[config.mk]
export PLATFORM = sky130hd
export DESIGN_NAME = pma_pcs_link_lpi_state_control_regs
export DESIGN_NICKNAME = d
export VERILOG_FILES = /design/src/shared/pma_pcs_pkg.sv /design/src/verilog/sync_2ff.sv /design/src/verilog/sticky_flags.sv /design/src/verilog/pma_pcs_link_lpi_state_control_regs.sv
export SDC_FILE = /design/constraint.sdc
export NUM_CORES = 1
export LEC_CHECK = 0
export BUFFER_PORTS_ARGS = -buffer_cell sky130_fd_sc_hd__buf_2
export CORE_MARGIN = 2
export CORE_UTILIZATION = 45
export DETAILED_ROUTE_END_ITERATION = 10
export PLACE_DENSITY = 0.79
export SLEW_MARGIN = 0
export SYNTH_ARGS = -nofsm -noshare
export SYNTH_HDL_FRONTEND = slang
export SYNTH_SLANG_ARGS = --single-unit
export TNS_END_PERCENT = 50
[constraint.sdc]
create_clock -name mclk -period 2.6 [get_ports mclk]
set_clock_uncertainty 0.2 [all_clocks]
set_input_delay 0.13 -clock mclk [delete_from_list [all_inputs] [get_ports mclk]]
set_output_delay 0.13 -clock mclk [all_outputs]
set_load 0.01 [all_outputs]
[src/shared/pma_pcs_pkg.sv]
// constants shared by the transceiver management register block
package pma_pcs_pkg;

   // bus geometry
   localparam int AXI_AW = 32;
   localparam int AXI_DW = 32;
   localparam int REG_W = 16;
   localparam int ADDR_LSB = 2;
   localparam int IDX_W = 12;
   localparam int IDX_MSB = ADDR_LSB + IDX_W - 1;

   // management-device nibble carried in printed offsets, stripped before access
   localparam logic [3:0] MMD_PMA = 4'h1;
   localparam logic [3:0] MMD_PCS = 4'h3;

   // printed offsets, device nibble included
   localparam logic [15:0] OFS_ABIL_RX_STATE = 16'h18F7;
   localparam logic [15:0] OFS_TEST_SELECT = 16'h18F8;
   localparam logic [15:0] OFS_RST_LOOP = 16'h3000;
   localparam logic [15:0] OFS_RST_LOOP_ALT = 16'h38E6;
   localparam logic [15:0] OFS_PCS_STATE = 16'h38E7;

   // register indices after stripping; byte address is four times the index
   localparam logic [IDX_W-1:0] IDX_ABIL_RX_STATE = OFS_ABIL_RX_STATE[IDX_W-1:0];
   localparam logic [IDX_W-1:0] IDX_TEST_SELECT = OFS_TEST_SELECT[IDX_W-1:0];
   localparam logic [IDX_W-1:0] IDX_RST_LOOP = OFS_RST_LOOP[IDX_W-1:0];
   localparam logic [IDX_W-1:0] IDX_RST_LOOP_ALT = OFS_RST_LOOP_ALT[IDX_W-1:0];
   localparam logic [IDX_W-1:0] IDX_PCS_STATE = OFS_PCS_STATE[IDX_W-1:0];
   localparam logic [IDX_W-1:0] IDX_INT_STATUS = 12'h900;
   localparam logic [IDX_W-1:0] IDX_INT_ENABLE = 12'h901;
   localparam logic [IDX_W-1:0] IDX_INT_CLEAR = 12'h902;

   // pma ability and receive state fields
   localparam int BIT_LOOP_ABIL = 13;
   localparam int BIT_TXLVL_ABIL = 12;
   localparam int BIT_LOWPWR_ABIL = 11;
   localparam int BIT_EEE_ABIL = 10;
   localparam int BIT_RXFLT_ABIL = 9;
   localparam int BIT_RX_POL = 2;
   localparam int BIT_RX_FAULT = 1;
   localparam int BIT_RX_LINK = 0;
   localparam logic LOOP_ABIL_VAL = 1'h1;
   localparam logic TXLVL_ABIL_VAL = 1'h1;
   localparam logic LOWPWR_ABIL_VAL = 1'h0;
   localparam logic EEE_ABIL_VAL = 1'h0;
   localparam logic RXFLT_ABIL_VAL = 1'h0;
   localparam logic [REG_W-1:0] ABIL_RX_STATE_RESET = 16'h3000;

   // transmit test selector
   localparam int TM_MSB = 15;
   localparam int TM_LSB = 13;
   localparam logic [2:0] TM_NORMAL = 3'h0;
   localparam logic [2:0] TM_MODE1 = 3'h1;
   localparam logic [2:0] TM_MODE2 = 3'h2;
   localparam logic [2:0] TM_MODE3 = 3'h3;
   localparam logic [2:0] TM_ACT_NONE = 3'h0;
   localparam logic [2:0] TM_ACT_1 = 3'h1;
   localparam logic [2:0] TM_ACT_2 = 3'h2;
   localparam logic [2:0] TM_ACT_3 = 3'h4;

   // coding layer control fields
   localparam int BIT_PCS_RST = 15;
   localparam int BIT_PCS_LOOP = 14;

   // interrupt status layout
   localparam int INT_W = 3;
   localparam int INT_FAULT = 0;
   localparam int INT_LINK_DOWN = 1;
   localparam int INT_RST_DONE = 2;

   // byte lanes
   localparam int LANE_LO = 0;
   localparam int LANE_HI = 1;

   // bus responses
   localparam logic [1:0] RESP_OKAY = 2'h0;
   localparam logic [1:0] RESP_SLVERR = 2'h2;

endpackage : pma_pcs_pkg

[src/verilog/sync_2ff.sv]
// two-flop synchroniser for asynchronous pin levels
`timescale 1ns/1ns
`default_nettype none

module sync_2ff #(
   parameter int W = 1
) (
   input wire logic mclk,
   input wire logic rstn,
   input wire logic [W-1:0] din,
   output logic [W-1:0] dout
);

   logic [W-1:0] meta;

   // first stage feeds only the second
   always_ff @(posedge mclk)
   begin
      if (!rstn)
      begin
         meta <= '0;
         dout <= '0;
      end
      else
      begin
         meta <= din;
         dout <= meta;
      end
   end

endmodule : sync_2ff

`default_nettype wire

[src/verilog/sticky_flags.sv]
// sticky flags, hardware set beats software clear
`timescale 1ns/1ns
`default_nettype none

module sticky_flags #(
   parameter int W = 1
) (
   input wire logic mclk,
   input wire logic rstn,
   input wire logic [W-1:0] set,
   input wire logic [W-1:0] clr,
   output logic [W-1:0] flags
);

   // set wins over clear in the same cycle
   always_ff @(posedge mclk)
   begin
      if (!rstn)
         flags <= '0;
      else
         flags <= set | (flags & ~clr);
   end

endmodule : sticky_flags

`default_nettype wire

[src/verilog/pma_pcs_link_lpi_state_control_regs.sv]
// pma and pcs management registers behind an axi4-lite slave
//
// Register access over AXI4-Lite is this design's own decision.
`timescale 1ns/1ns
`default_nettype none

module pma_pcs_link_lpi_state_control_regs
   import pma_pcs_pkg::*;
(
   input wire logic mclk,
   input wire logic rstn,
   // axi4-lite write address
   input wire logic [AXI_AW-1:0] awaddr,
   input wire logic [2:0] awprot,
   input wire logic awvalid,
   output logic awready,
   // axi4-lite write data
   input wire logic [AXI_DW-1:0] wdata,
   input wire logic [3:0] wstrb,
   input wire logic wvalid,
   output logic wready,
   // axi4-lite write response
   output logic [1:0] bresp,
   output logic bvalid,
   input wire logic bready,
   // axi4-lite read address
   input wire logic [AXI_AW-1:0] araddr,
   input wire logic [2:0] arprot,
   input wire logic arvalid,
   output logic arready,
   // axi4-lite read data
   output logic [AXI_DW-1:0] rdata,
   output logic [1:0] rresp,
   output logic rvalid,
   input wire logic rready,
   // receive path status pins
   input wire logic rxPolarityInv,
   input wire logic rxFaultDetect,
   input wire logic rxLinkUp,
   // coding layer handshake
   input wire logic codingLayerResetDone,
   // controls to the datapath
   output logic codingLayerSoftReset,
   output logic codingLayerLoopEnable,
   output logic [2:0] testModeSel,
   output logic [2:0] testModeActive,
   output logic irq
);

   // synchronised pin levels
   logic rxPolS;
   logic rxFaultS;
   logic rxLinkS;
   logic rxFaultD;
   logic rxLinkD;

   // write channel holding state
   logic awHeld;
   logic [AXI_AW-1:0] awAddrHeld;
   logic wHeld;
   logic [AXI_DW-1:0] wDataHeld;
   logic [3:0] wStrbHeld;
   logic doWrite;

   // write decode
   logic [IDX_W-1:0] wIdx;
   logic wInRange;
   logic wrLo;
   logic wrHi;
   logic wrAbilRxState;
   logic wrTestSel;
   logic wrRstLoop;
   logic wrIntEnable;
   logic wrIntClear;
   logic wMapped;

   // register state
   logic faultLatched;
   logic linkBit;
   logic faultClr;
   logic linkReload;
   logic [2:0] testMode;
   logic [INT_W-1:0] intStatus;
   logic [INT_W-1:0] intEnable;
   logic [INT_W-1:0] intSet;
   logic [INT_W-1:0] intClr;
   logic resetDoneEvt;

   // read decode
   logic [IDX_W-1:0] rIdx;
   logic rInRange;
   logic [REG_W-1:0] next_rdValue;
   logic next_rdMapped;
   logic [REG_W-1:0] abilRxStateValue;
   logic [REG_W-1:0] testSelValue;
   logic [REG_W-1:0] rstLoopValue;

   // pin levels cross into the management clock
   sync_2ff #(
      .W(3)
   ) u_pinSync (
      .mclk(mclk),
      .rstn(rstn),
      .din({rxPolarityInv, rxFaultDetect, rxLinkUp}),
      .dout({rxPolS, rxFaultS, rxLinkS})
   );

   // delayed copies for edge events
   always_ff @(posedge mclk)
   begin
      if (!rstn)
      begin
         rxFaultD <= 1'h0;
         rxLinkD <= 1'h0;
      end
      else
      begin
         rxFaultD <= rxFaultS;
         rxLinkD <= rxLinkS;
      end
   end

   // a channel is accepted only while its holding slot is free
   assign awready = !awHeld && !bvalid;
   assign wready = !wHeld && !bvalid;
   assign doWrite = awHeld && wHeld && !bvalid;

   // write address capture
   always_ff @(posedge mclk)
   begin
      if (!rstn)
      begin
         awHeld <= 1'h0;
         awAddrHeld <= '0;
      end
      else if (awvalid && awready)
      begin
         awHeld <= 1'h1;
         awAddrHeld <= awaddr;
      end
      else if (doWrite)
         awHeld <= 1'h0;
   end

   // write data capture
   always_ff @(posedge mclk)
   begin
      if (!rstn)
      begin
         wHeld <= 1'h0;
         wDataHeld <= '0;
         wStrbHeld <= '0;
      end
      else if (wvalid && wready)
      begin
         wHeld <= 1'h1;
         wDataHeld <= wdata;
         wStrbHeld <= wstrb;
      end
      else if (doWrite)
         wHeld <= 1'h0;
   end

   // stripped offset decode for writes
   assign wIdx = awAddrHeld[IDX_MSB:ADDR_LSB];
   assign wInRange = (awAddrHeld[AXI_AW-1:IDX_MSB+1] == '0);
   assign wrLo = doWrite && wInRange && wStrbHeld[LANE_LO];
   assign wrHi = doWrite && wInRange && wStrbHeld[LANE_HI];
   assign wrAbilRxState = (wIdx == IDX_ABIL_RX_STATE);
   assign wrTestSel = (wIdx == IDX_TEST_SELECT);
   assign wrRstLoop = (wIdx == IDX_RST_LOOP) || (wIdx == IDX_RST_LOOP_ALT);
   assign wrIntEnable = (wIdx == IDX_INT_ENABLE);
   assign wrIntClear = (wIdx == IDX_INT_CLEAR);
   assign wMapped = wInRange && (wrAbilRxState || wrTestSel || wrRstLoop || wrIntEnable
                    || wrIntClear || (wIdx == IDX_INT_STATUS) || (wIdx == IDX_PCS_STATE));

   // write response
   always_ff @(posedge mclk)
   begin
      if (!rstn)
      begin
         bvalid <= 1'h0;
         bresp <= RESP_OKAY;
      end
      else if (doWrite)
      begin
         bvalid <= 1'h1;
         bresp <= wMapped ? RESP_OKAY : RESP_SLVERR;
      end
      else if (bready)
         bvalid <= 1'h0;
   end

   // zero writes to the latched receive bits
   assign faultClr = wrLo && wrAbilRxState && !wDataHeld[BIT_RX_FAULT];
   assign linkReload = wrLo && wrAbilRxState && !wDataHeld[BIT_RX_LINK];

   // receive fault latch, new fault beats the clear
   sticky_flags #(
      .W(1)
   ) u_faultLatch (
      .mclk(mclk),
      .rstn(rstn),
      .set(rxFaultS),
      .clr(faultClr),
      .flags(faultLatched)
   );

   // link bit drops with the link, a zero write re-arms it
   always_ff @(posedge mclk)
   begin
      if (!rstn)
         linkBit <= 1'h0;
      else if (!rxLinkS)
         linkBit <= 1'h0;
      else if (linkReload)
         linkBit <= rxLinkS;
   end

   // transmit test selector, upper lane only
   always_ff @(posedge mclk)
   begin
      if (!rstn)
         testMode <= TM_NORMAL;
      else if (wrHi && wrTestSel)
         testMode <= wDataHeld[TM_MSB:TM_LSB];
   end

   // test mode decode, reserved codes select nothing
   always_ff @(posedge mclk)
   begin
      if (!rstn)
         testModeActive <= TM_ACT_NONE;
      else
      begin
         unique case (testMode)
            TM_MODE1: testModeActive <= TM_ACT_1;
            TM_MODE2: testModeActive <= TM_ACT_2;
            TM_MODE3: testModeActive <= TM_ACT_3;
            default: testModeActive <= TM_ACT_NONE;
         endcase
      end
   end

   assign testModeSel = testMode;

   // coding layer soft reset, request beats completion
   always_ff @(posedge mclk)
   begin
      if (!rstn)
         codingLayerSoftReset <= 1'h0;
      else if (wrHi && wrRstLoop && wDataHeld[BIT_PCS_RST])
         codingLayerSoftReset <= 1'h1;
      else if (codingLayerResetDone)
         codingLayerSoftReset <= 1'h0;
   end

   // coding layer loopback enable
   always_ff @(posedge mclk)
   begin
      if (!rstn)
         codingLayerLoopEnable <= 1'h0;
      else if (wrHi && wrRstLoop)
         codingLayerLoopEnable <= wDataHeld[BIT_PCS_LOOP];
   end

   // interrupt events
   assign resetDoneEvt = codingLayerSoftReset && codingLayerResetDone;
   always_comb
   begin
      intSet = '0;
      intSet[INT_FAULT] = rxFaultS && !rxFaultD;
      intSet[INT_LINK_DOWN] = rxLinkD && !rxLinkS;
      intSet[INT_RST_DONE] = resetDoneEvt;
   end

   assign intClr = (wrLo && wrIntClear) ? wDataHeld[INT_W-1:0] : '0;

   // interrupt status, set beats write-one clear
   sticky_flags #(
      .W(INT_W)
   ) u_intStatus (
      .mclk(mclk),
      .rstn(rstn),
      .set(intSet),
      .clr(intClr),
      .flags(intStatus)
   );

   // interrupt enable
   always_ff @(posedge mclk)
   begin
      if (!rstn)
         intEnable <= '0;
      else if (wrLo && wrIntEnable)
         intEnable <= wDataHeld[INT_W-1:0];
   end

   assign irq = |(intStatus & intEnable);

   // pma_ability_and_rx_state image, fixed abilities plus live state
   always_comb
   begin
      abilRxStateValue = '0;
      abilRxStateValue[BIT_LOOP_ABIL] = LOOP_ABIL_VAL;
      abilRxStateValue[BIT_TXLVL_ABIL] = TXLVL_ABIL_VAL;
      abilRxStateValue[BIT_LOWPWR_ABIL] = LOWPWR_ABIL_VAL;
      abilRxStateValue[BIT_EEE_ABIL] = EEE_ABIL_VAL;
      abilRxStateValue[BIT_RXFLT_ABIL] = RXFLT_ABIL_VAL;
      abilRxStateValue[BIT_RX_POL] = rxPolS;
      abilRxStateValue[BIT_RX_FAULT] = faultLatched;
      abilRxStateValue[BIT_RX_LINK] = linkBit;
   end

   // control register images
   always_comb
   begin
      testSelValue = '0;
      testSelValue[TM_MSB:TM_LSB] = testMode;
      rstLoopValue = '0;
      rstLoopValue[BIT_PCS_RST] = codingLayerSoftReset;
      rstLoopValue[BIT_PCS_LOOP] = codingLayerLoopEnable;
   end

   // stripped offset decode for reads
   assign rIdx = araddr[IDX_MSB:ADDR_LSB];
   assign rInRange = (araddr[AXI_AW-1:IDX_MSB+1] == '0);

   // read mux
   always_comb
   begin
      next_rdValue = '0;
      next_rdMapped = 1'h1;
      if (!rInRange)
         next_rdMapped = 1'h0;
      else if (rIdx == IDX_ABIL_RX_STATE)
         next_rdValue = abilRxStateValue;
      else if (rIdx == IDX_TEST_SELECT)
         next_rdValue = testSelValue;
      else if ((rIdx == IDX_RST_LOOP) || (rIdx == IDX_RST_LOOP_ALT))
         next_rdValue = rstLoopValue;
      else if (rIdx == IDX_PCS_STATE)
         next_rdValue = '0;
      else if (rIdx == IDX_INT_STATUS)
         next_rdValue[INT_W-1:0] = intStatus;
      else if (rIdx == IDX_INT_ENABLE)
         next_rdValue[INT_W-1:0] = intEnable;
      else if (rIdx == IDX_INT_CLEAR)
         next_rdValue = '0;
      else
         next_rdMapped = 1'h0;
   end

   assign arready = !rvalid;

   // read response
   always_ff @(posedge mclk)
   begin
      if (!rstn)
      begin
         rvalid <= 1'h0;
         rdata <= '0;
         rresp <= RESP_OKAY;
      end
      else if (arvalid && arready)
      begin
         rvalid <= 1'h1;
         rdata <= {{(AXI_DW-REG_W){1'h0}}, next_rdValue};
         rresp <= next_rdMapped ? RESP_OKAY : RESP_SLVERR;
      end
      else if (rready)
         rvalid <= 1'h0;
   end

endmodule : pma_pcs_link_lpi_state_control_regs

`default_nettype wire

==> impl_results.rst, run 1 <==
.. list-table::
   :header-rows: 1

   * - Metric
     - Value
   * - Biggest cell delay along the critical path
     - 0.64 ns
   * - WHS
     - 0.00980 ns
   * - CP startpoint kind
     - flop
   * - Worst Hold End
     - rdata[14]
   * - Count of synthesis-stage warnings from yosys
     - 0
   * - Share of final-layout standard cells stronger than drive strength 1
     - 24.4%
   * - Remaining number of nets flagged by the antenna check after routing
     - 0
   * - Hold path startpoint
     - araddr[14]
   * - Result of the run
     - finished clean
   * - Final number of setup-violating endpoints
     - 0
   * - Initial antenna violation count
     - 0
   * - Overall overflow remaining after global route
     - 0
   * - Count of input and output buffers
     - 101
   * - I/O pin cnt
     - 167
   * - Most common cell on crit path
     - dlygate4sd3_1
   * - Total track usage
     - 20.6%
   * - Die ar.
     - 0.00794 sq mm
   * - Starting Density
     - 45.7%
   * - Via count of the first global-routing pass
     - 3088
   * - Number of antenna diodes
     - 0
   * - Post-route minimum period
     - 2.44 ns
   * - Cell area power density
     - 557 mW/mm^2
   * - Number of vias after detailed routing
     - 3168
   * - Maximum number of pins on one net before global-route repair
     - 44
   * - Unique cell type count in the Yosys netlist
     - 48
   * - Pre-CTS setup slack
     - 0.546 ns
   * - Clock buffers created by TritonCTS
     - 9
   * - Chain of cells forming the critical path
     - nand2b_1 > nor4_2 > dlygate4sd3_1 > a21oi_1 > dlygate4sd3_1
   * - Max Cap Violations
     - 0
   * - Ys flop type
     - dfxtp_1
   * - Worst endpoint required time
     - 2.64 ns
   * - Number of design rule violations left after detail routing
     - 0
   * - Worst slew margin
     - 66.1%
   * - Overall die width
     - 89.1 um
   * - Worst-margin pin slew
     - 0.504 ns
   * - Routed WL per cell
     - 12.2 um
   * - Max Root-Sink Buffers
     - 2
   * - Count of final max-slew check failures
     - 0
   * - Highest achievable clock rate
     - 410 MHz
   * - Fraction of post-synthesis cell area in the top cell type by area
     - 46.1%
   * - Top area cells in the synthesized netlist
     - dfxtp_1 46%, nand2_1 11%, a21oi_1 8.0%
   * - GPL Wtd Cong
     - 0.903
   * - Clock insertion delay at the later pin of the skew report
     - 0.34 ns
   * - Maximum net fanout on the critical path
     - 4
   * - Global-route wire length before repair
     - 12.9 mm
   * - Depth of the worst hold-timing path
     - 4
   * - R2r startpoint
     - rvalid
   * - Syn avg cell area
     - 8.27 sq um
   * - Endpoint type of the worst setup path
     - flop
   * - Buf+Inv Stages, Crit Path
     - 2
   * - Total power
     - 0.00247 W
   * - Synth-to-Final Area Change
     - 36.4%
   * - Total iterations of the first detailed-routing run
     - 4
   * - Worst Path Class, Setup
     - reg -> reg
   * - Fraction of registers with async set or reset after synthesis
     - 0%
   * - Clock sink count
     - 75
   * - DIE HEIGHT
     - 89.1 um
   * - Summed instance area of the synthesized netlist
     - 0.00326 sq mm
   * - Sequential-to-total area share from yosys stat
     - 46.1%
   * - Core Area
     - 0.00714 sq mm
   * - Cell type with the highest aggregate area in the netlist
     - dfxtp_1
   * - Routed wire length
     - 7.90 mm
   * - Cell class contributing the biggest share of worst-path delay
     - buffers and inverters
   * - Fin. Hold Viols
     - 0
   * - Hold Path Class
     - in -> reg
   * - Highest ir drop seen on vdd
     - 386 uV
   * - Root buffer selected by CTS
     - clkbuf_8
   * - CP arrival
     - 2.48 ns
   * - Num rows
     - 31
   * - DR iter-0 viols
     - 153
   * - Unrepaired setup endpoints after global routing
     - no
   * - Register bit total from synthesis
     - 75
   * - Crit path setup slack, layout
     - 0.159 ns
   * - EDFF count, synth
     - 0
   * - Static leakage
     - 1.93 nW
   * - Post-DP Area
     - 0.00374 sq mm
   * - Final design instance area without fill
     - 0.00444 sq mm
   * - Clock transition at path regs
     - 0.08 ns
   * - Path depth of the worst reg2reg path
     - 5
   * - Setup tns final
     - 0 ns
   * - CTS H-tree depth
     - 3
   * - Cell count after synthesis
     - 394
   * - Final-stage net count
     - 658
   * - Half-perimeter wire length of the detailed placement result
     - 5.55 mm
   * - Slowest-stage cell, CP
     - dlygate4sd3_1
   * - Capture instance of the worst register-to-register path
     - rresp[1]
   * - Via/cell ratio
     - 4.91
   * - Final period utilization
     - 93.9%
   * - Reg2Reg Setup Slack
     - 0.16 ns
   * - Clock tree from TritonCTS
     - done
-- cell families (layout without fill, tap and decap cells) --
kind of cell | count (synthesis) | in the layout | share of synthesized area (%)
other | 1 | 27 | 0.115
and+or+nand+nor | 182 | 182 | 29.1
buffers and inverters | 51 | 177 | 8.99
DFF | 75 | 75 | 46.1
muxes | 10 | 10 | 3.07
AOI/OAI and AO/OA | 75 | 75 | 12.6
-- layout make-up --
class	instances	area [sq um]
clock inverter	6	65.1
tap	99	124
inverter	8	30.0
sequential	75	1500
fill	675	2690
clock buffer	10	138
multi-input combinational	294	1570
timing repair buffer	153	1020
-- worst min-delay path, stage by stage --
cell and delay (ns):
buf_2 0.09, nor4_2 0.05, nand2_1 0.15, o31ai_1 0.10
-- metal layers --
metal / global-route usage (%) / vias to the layer above / part of all wire, %
met3: 5.91 / 11 / 6.1
met5: 0 / - / 0
met2: 38.5 / 108 / 51
met4: 6.92 / 0 / 1.2
li1: - / 1595 / -
met1: 22.2 / 1454 / 42
-- flip-flops by register name (all words and copies together), names as in the netlist, 2 cells and up --
name,count
u_pinSync.meta,3
testModeSel,3
awAddrHeld,30
intEnable,3
wStrbHeld,2
u_pinSync.dout,3
testModeActive,3
wDataHeld,6
rdata,7
u_intStatus.flags,3
-- report_power, final --
| part | internal [W] | switching [W] |
|---|---|---|
| clock network | 0.000467 | 0.000424 |
| registers | 0.00120 | 0.0000378 |
| logic | 0.000167 | 0.000177 |
-- layout by cell type (no fill, tap or decap), drive strengths merged, types with 10 or more instances in the layout --
| cell type | synthesis | routed |
|---|---|---|
| mux2i | 10 | 10 |
| dfxtp | 75 | 75 |
| nor4 | 15 | 15 |
| nor3 | 10 | 10 |
| conb | 1 | 27 |
| a21oi | 52 | 52 |
| dlygate4sd3 | 0 | 49 |
| buf | 27 | 104 |
| clkbuf | 16 | 10 |
| nand2 | 94 | 94 |
| nor2 | 14 | 14 |
| o21ai | 10 | 10 |
| and2 | 10 | 10 |
-- worst max path at each step --
stage                        start  slack (ns)              endpoint  depth (start not counted)
finish                      rvalid        0.16              rresp[1]                          5
global route                rvalid        0.06              rresp[1]                          5
CTS                         rvalid        0.10              rresp[1]                          5
detailed placement  awAddrHeld[24]        0.55    u_faultLatch.flags                          5
global placement    awAddrHeld[24]        0.59  u_intStatus.flags[2]                          5
floorplan            awAddrHeld[4]        0.76          intEnable[0]                          5
-- stage by stage --
stage	util (%)	cells
6_report	62.3	645
5_1_grt	62.3	645
4_1_cts	62.2	645
3_5_place_dp	52.5	580
3_3_place_gp	52.5	580
2_1_floorplan	-	420
-- repair_timing --
action | in CTS | in global routing
hold buffers | 49 | 0
gates resized for setup | 0 | 1
endpoints found under the setup margin | 0 | 1
buffers inserted | 0 | 0
hold endpoints to repair | 49 | 0
-- synth_stat cells (3+ instances only) --
master,count
a21oi_1,52
nand3_1,4
nor2b_1,4
nor4_1,14
nand2_1,94
buf_4,27
and2_1,10
nor2_1,14
dfxtp_1,75
o21ai_0,9
nor3_1,7
nand2b_1,4
nand4_1,5
a31oi_1,3
mux2i_1,10
clkbuf_1,16
inv_1,7
Power figures use the tool's default switching activity.
==> inputs of run 2 (changes only) <==
--- a/config.mk
+++ b/config.mk
@@ -10,6 +10,7 @@
 export CORE_UTILIZATION = 45
 export DETAILED_ROUTE_END_ITERATION = 10
 export PLACE_DENSITY = 0.79
+export RECOVER_POWER = 100
 export SLEW_MARGIN = 0
 export SYNTH_ARGS = -nofsm -noshare
 export SYNTH_HDL_FRONTEND = slang
==> impl_results.rst, run 2 (synthesis results as in run 1) <==
.. list-table::
   :header-rows: 1

   * - Metric
     - Value
   * - Max Cap Violations
     - 0
   * - Fin. Hold Viols
     - 0
   * - DIE HEIGHT
     - 89.1 um
   * - Worst Path Class, Setup
     - reg -> reg
   * - Number of design rule violations left after detail routing
     - 0
   * - Count of final max-slew check failures
     - 0
   * - Max reg flops
     - 30
   * - Setup tns final
     - 0 ns
   * - Clock buffers created by TritonCTS
     - 9
   * - Top library cells by usage in the layout, fill and taps aside
     - 94 x nand2_1, 78 x buf_2, 75 x dfxtp_1, 52 x a21oi_1, 49 x dlygate4sd3_1
   * - GPL Wtd Cong
     - 0.903
   * - Via/cell ratio
     - 4.93
   * - Clock sink count
     - 75
   * - Root buffer selected by CTS
     - clkbuf_8
   * - Core Area
     - 0.00714 sq mm
   * - Highest ir drop seen on vdd
     - 386 uV
   * - Global-route wire length before repair
     - 12.9 mm
   * - Worst endpoint required time
     - 2.64 ns
   * - Chain of cells forming the critical path
     - nand2b_1 > nor4_2 > dlygate4sd3_1 > a21oi_1 > dlygate4sd3_1
   * - Total track usage
     - 20.6%
   * - Slowest-stage cell, CP
     - dlygate4sd3_1
   * - Final-stage net count
     - 658
   * - Result of the run
     - finished clean
   * - Die ar.
     - 0.00794 sq mm
   * - Number of antenna diodes
     - 0
   * - Setup Buffers After CTS
     - 0
   * - Static leakage
     - 1.83 nW
   * - Post-route minimum period
     - 2.44 ns
   * - Clock transition at path regs
     - 0.08 ns
   * - Crit path setup slack, layout
     - 0.158 ns
   * - I/O pin cnt
     - 167
   * - Unrepaired setup endpoints after global routing
     - no
   * - WHS
     - 0.0153 ns
   * - Maximum net fanout on the critical path
     - 4
   * - Count of input and output buffers
     - 101
   * - Total power
     - 0.00246 W
   * - Half-perimeter wire length of the detailed placement result
     - 5.55 mm
   * - Register with the most flip-flops
     - awAddrHeld
   * - CTS H-tree depth
     - 3
   * - Remaining number of nets flagged by the antenna check after routing
     - 0
   * - Endpoint type of the worst setup path
     - flop
   * - Clock insertion delay at the later pin of the skew report
     - 0.34 ns
   * - Overall overflow remaining after global route
     - 0
   * - Share of final-layout standard cells stronger than drive strength 1
     - 19.0%
   * - Pre-CTS setup slack
     - 0.546 ns
   * - Routed WL per cell
     - 12.3 um
   * - Max Root-Sink Buffers
     - 2
   * - Final period utilization
     - 93.9%
   * - Highest achievable clock rate
     - 409 MHz
   * - Synth-to-Final Area Change
     - 34.4%
   * - Most common cell on crit path
     - dlygate4sd3_1
   * - Maximum number of pins on one net before global-route repair
     - 44
   * - Overall die width
     - 89.1 um
   * - Most common library cell in the layout ignoring fill and taps
     - nand2_1
   * - Worst-margin pin slew
     - 0.509 ns
   * - Via count of the first global-routing pass
     - 3088
   * - CP arrival
     - 2.48 ns
   * - Worst slew margin
     - 65.9%
   * - Hold Path Class
     - in -> reg
   * - CP startpoint kind
     - flop
   * - Routed wire length
     - 7.91 mm
   * - Biggest cell delay along the critical path
     - 0.64 ns
   * - Starting Density
     - 45.7%
   * - Initial antenna violation count
     - 0
   * - Num rows
     - 31
   * - Number of vias after detailed routing
     - 3181
   * - Final number of setup-violating endpoints
     - 0
   * - Largest registers
     - awAddrHeld: 30 flops, rdata: 7 flops, wDataHeld: 6 flops
   * - Cell area power density
     - 562 mW/mm^2
   * - Total iterations of the first detailed-routing run
     - 4
   * - DR iter-0 viols
     - 131
   * - Clock tree from TritonCTS
     - done
## run 2: final timing paths
check               startpoint                 to  slack [ns]  depth (start not counted)
max                     rvalid           rresp[1]        0.16                          5
min                 araddr[14]          rdata[14]        0.02                          4
max reg2reg             rvalid           rresp[1]        0.16                          5
min reg2reg  u_pinSync.meta[1]  u_pinSync.dout[1]        0.24                          1
## run 2: power by group
| part | internal, W | switching, W |
|---|---|---|
| Combinational | 0.000158 | 0.000174 |
| Clock | 0.000467 | 0.000422 |
| Sequential | 0.00120 | 0.0000371 |
| Total | 0.00183 | 0.000633 |
## run 2: repair_timing
action,in CTS,in global routing
hold buffers,49,0
hold endpoints to repair,49,0
endpoints found under the setup margin,0,1
gates resized for setup,0,1
## run 2: per-stage QoR
| stage | util [%] | instances | instance area (sq um) |
|---|---|---|---|
| after floorplan | - | 420 | 3360 |
| after global placement | 52.5 | 580 | 3740 |
| after detailed placement | 52.5 | 580 | 3740 |
| after CTS | 62.2 | 645 | 4440 |
| after global routing | 61.4 | 645 | 4380 |
| final | 61.4 | 645 | 4380 |
## run 2: per-layer routing
metal	wire length (um)	vias up	track usage (%)	share of wire, %
li1	-	1597	-	-
met1	3270	1457	22.2	41
met2	4040	116	38.5	51
met3	517	11	5.91	6.5
met4	81	0	6.92	1.0
met5	0	-	0	0
## run 2: area by class of cell
class / instances / area [sq um]
fillers: 687 / 2760
multi-input cells: 294 / 1530
flip-flops and latches: 75 / 1500
repair buffers: 153 / 987
clock buffers: 10 / 138
well taps: 99 / 124
clock inverters: 6 / 65.1
inverters: 8 / 30.0
## run 2: critical path, delay by kind of cell (launching register included)
| kind | cells | cell delay (ns) |
|---|---|---|
| AO/OA/AOI/OAI | 1 | 0.07 |
| flip-flops | 1 | 0.33 |
| AND/OR/NAND/NOR | 2 | 0.54 |
| buffers and inverters | 2 | 1.19 |
==> inputs of run 3 (changes only) <==
--- a/config.mk
+++ b/config.mk
@@ -11,6 +11,7 @@
 export DETAILED_ROUTE_END_ITERATION = 10
 export PLACE_DENSITY = 0.79
 export RECOVER_POWER = 100
+export REMOVE_ABC_BUFFERS = 1
 export SLEW_MARGIN = 0
 export SYNTH_ARGS = -nofsm -noshare
 export SYNTH_HDL_FRONTEND = slang
==> impl_results.rst, run 3 (synthesis results as in run 1) <==
.. list-table::
   :header-rows: 1

   * - Metric
     - Value
   * - Max Root-Sink Buffers
     - 2
   * - Result of the run
     - finished clean
   * - Worst slew margin
     - 35.4%
   * - Worst-margin pin slew
     - 0.967 ns
   * - Pre-CTS setup slack
     - 0.568 ns
   * - Clock buffers created by TritonCTS
     - 9
   * - I/O pin cnt
     - 167
   * - Highest ir drop seen on vdd
     - 482 uV
   * - Most common library cell in the layout ignoring fill and taps
     - nand2_1
   * - Cell internal pwr
     - 0.00190 W
   * - Count of input and output buffers
     - 101
   * - Via count of the first global-routing pass
     - 2987
   * - Buf+Inv Stages, Crit Path
     - 2
   * - Total net switching power
     - 0.000629 W
   * - Post-DP Area
     - 0.00374 sq mm
   * - Clock insertion delay at the later pin of the skew report
     - 0.35 ns
   * - Routed WL per cell
     - 12.6 um
   * - Final-stage net count
     - 660
   * - Post-route minimum period
     - 2.47 ns
   * - Highest achievable clock rate
     - 406 MHz
   * - Total track usage
     - 20.7%
   * - Share of final-layout standard cells stronger than drive strength 1
     - 18.8%
   * - Number of antenna diodes
     - 0
   * - CTS H-tree depth
     - 3
   * - Worst endpoint required time
     - 2.64 ns
   * - Setup tns final
     - 0 ns
   * - CP arrival
     - 2.51 ns
   * - Top library cells by usage in the layout, fill and taps aside
     - 94 x nand2_1, 77 x buf_2, 75 x dfxtp_1, 52 x a21oi_1, 52 x dlygate4sd3_1
   * - Routed wire length
     - 8.12 mm
   * - Via/cell ratio
     - 5.00
   * - Static leakage
     - 1.85 nW
   * - Hold Path Class
     - in -> reg
   * - Number of design rule violations left after detail routing
     - 0
   * - Endpoint type of the worst setup path
     - flop
   * - R2r startpoint
     - rvalid
   * - Fraction of power consumed by sequential logic
     - 49.0%
   * - DR iter-0 viols
     - 131
   * - Clock tree from TritonCTS
     - done
   * - Depth of the worst hold-timing path
     - 4
   * - Path depth of the worst reg2reg path
     - 5
   * - Clock sink count
     - 75
   * - Overall die width
     - 89.1 um
   * - Hold path startpoint
     - araddr[14]
   * - Cell area power density
     - 573 mW/mm^2
   * - Die ar.
     - 0.00794 sq mm
   * - Count of final max-slew check failures
     - 0
   * - DIE HEIGHT
     - 89.1 um
   * - Clk network pwr share
     - 37.7%
   * - Worst Path Class, Setup
     - reg -> reg
   * - Final design instance area without fill
     - 0.00442 sq mm
   * - Synth-to-Final Area Change
     - 35.6%
   * - Reg2Reg Setup Slack
     - 0.13 ns
   * - Unrepaired setup endpoints after global routing
     - no
   * - Fin util
     - 61.9%
   * - Largest registers
     - awAddrHeld: 30 flops, rdata: 7 flops, wDataHeld: 6 flops
   * - Final period utilization
     - 94.8%
   * - Num rows
     - 31
   * - Biggest cell delay along the critical path
     - 0.65 ns
   * - Half-perimeter wire length of the detailed placement result
     - 5.42 mm
   * - Maximum number of pins on one net before global-route repair
     - 36
   * - Final number of setup-violating endpoints
     - 0
   * - Cell class contributing the biggest share of worst-path delay
     - buffers and inverters
   * - Max Cap Violations
     - 0
   * - Initial antenna violation count
     - 0
   * - Starting Density
     - 45.7%
   * - CP startpoint kind
     - flop
   * - Global-route wire length before repair
     - 12.9 mm
   * - Fraction of power spent switching nets
     - 24.9%
   * - Root buffer selected by CTS
     - clkbuf_8
   * - Worst Hold End
     - rdata[14]
   * - Fin. Hold Viols
     - 0
   * - Number of vias after detailed routing
     - 3232
   * - Number of gates resized after cts
     - 0
   * - Max reg flops
     - 30
   * - Capture instance of the worst register-to-register path
     - rresp[1]
   * - Clock transition at path regs
     - 0.08 ns
   * - Crit path setup slack, layout
     - 0.134 ns
   * - Chain of cells forming the critical path
     - nand2b_1 > nor4_1 > dlygate4sd3_1 > a21oi_1 > dlygate4sd3_1
   * - Remaining number of nets flagged by the antenna check after routing
     - 0
   * - Proportion of power drawn by combinational gates
     - 13.4%
   * - Register with the most flip-flops
     - awAddrHeld
   * - Maximum net fanout on the critical path
     - 4
   * - Overall overflow remaining after global route
     - 0
   * - Core Area
     - 0.00714 sq mm
   * - Slowest-stage cell, CP
     - dlygate4sd3_1
   * - GPL Wtd Cong
     - 0.853
   * - Total iterations of the first detailed-routing run
     - 4
   * - Most common cell on crit path
     - dlygate4sd3_1
==> run 3: changes by cell type in the layout (fill, tap and decap cells not counted), moves of 2 or more <==
cell,change
clkinvlp_4,-3
or4_1,-2
clkbuf_1,+3
dlygate4sd3_1,+3
or4_4,+2
==> run 3: final cells by class <==
| type | instances | area (sq um) |
|---|---|---|
| clock buffers | 11 | 131 |
| clock inverters | 5 | 77.6 |
| fillers | 658 | 2720 |
| inverters | 8 | 30.0 |
| multi-input cells | 294 | 1540 |
| flip-flops and latches | 75 | 1500 |
| well taps | 99 | 124 |
| repair buffers | 155 | 1010 |
==> run 3: how the worst max path moves through the flow <==
stage                        start                    to  slack [ns]  depth (start not counted)
floorplan            awAddrHeld[4]          intEnable[0]        0.74                          5
global placement    awAddrHeld[24]  u_intStatus.flags[2]        0.61                          5
detailed placement   awAddrHeld[2]        testModeSel[1]        0.57                          5
CTS                         rvalid              rresp[1]        0.22                          5
global route                rvalid              rresp[1]        0.05                          5
finish                      rvalid              rresp[1]        0.13                          5
==> run 3: power groups by stage <==
| stage | Clock [W] | Combinational [W] | Sequential [W] |
|---|---|---|---|
| after floorplan | 0 | 0.000166 | 0.00126 |
| after global placement | 0 | 0.000273 | 0.00126 |
| after detailed placement | 0 | 0.000280 | 0.00127 |
| after CTS | 0.000966 | 0.000341 | 0.00124 |
| after global routing | 0.00103 | 0.000376 | 0.00125 |
| final | 0.000954 | 0.000338 | 0.00124 |
==> run 3: metrics by stage <==
step	hold slack [ns]	total power (W)	cells
final	0.0394	0.00253	647
after global routing	0.0393	0.00265	647
after global placement	0.141	0.00154	579
after detailed placement	0.144	0.00155	579
after floorplan	0.0517	0.00142	377
after CTS	0.0112	0.00255	647
==> run 3: what timing repair did <==
item,4_1_cts,5_1_grt
buffers inserted,0,0
hold buffers,52,0
endpoints found under the hold margin,52,0
endpoints found under the setup margin,0,0
==> run 3: tightest hold or removal path: stages <==
cell	delay (ns)
buf_2	0.08
nor4_1	0.06
nand2_1	0.17
o31ai_1	0.10
==> run 3: routing by layer <==
| layer | routed length (um) | up-vias | GRT usage (%) |
|---|---|---|---|
| met4 | 157 | 0 | 5.97 |
| li1 | - | 1604 | - |
| met5 | 0 | - | 0 |
| met2 | 3980 | 128 | 37.2 |
| met3 | 554 | 18 | 6.46 |
| met1 | 3430 | 1482 | 23.6 |
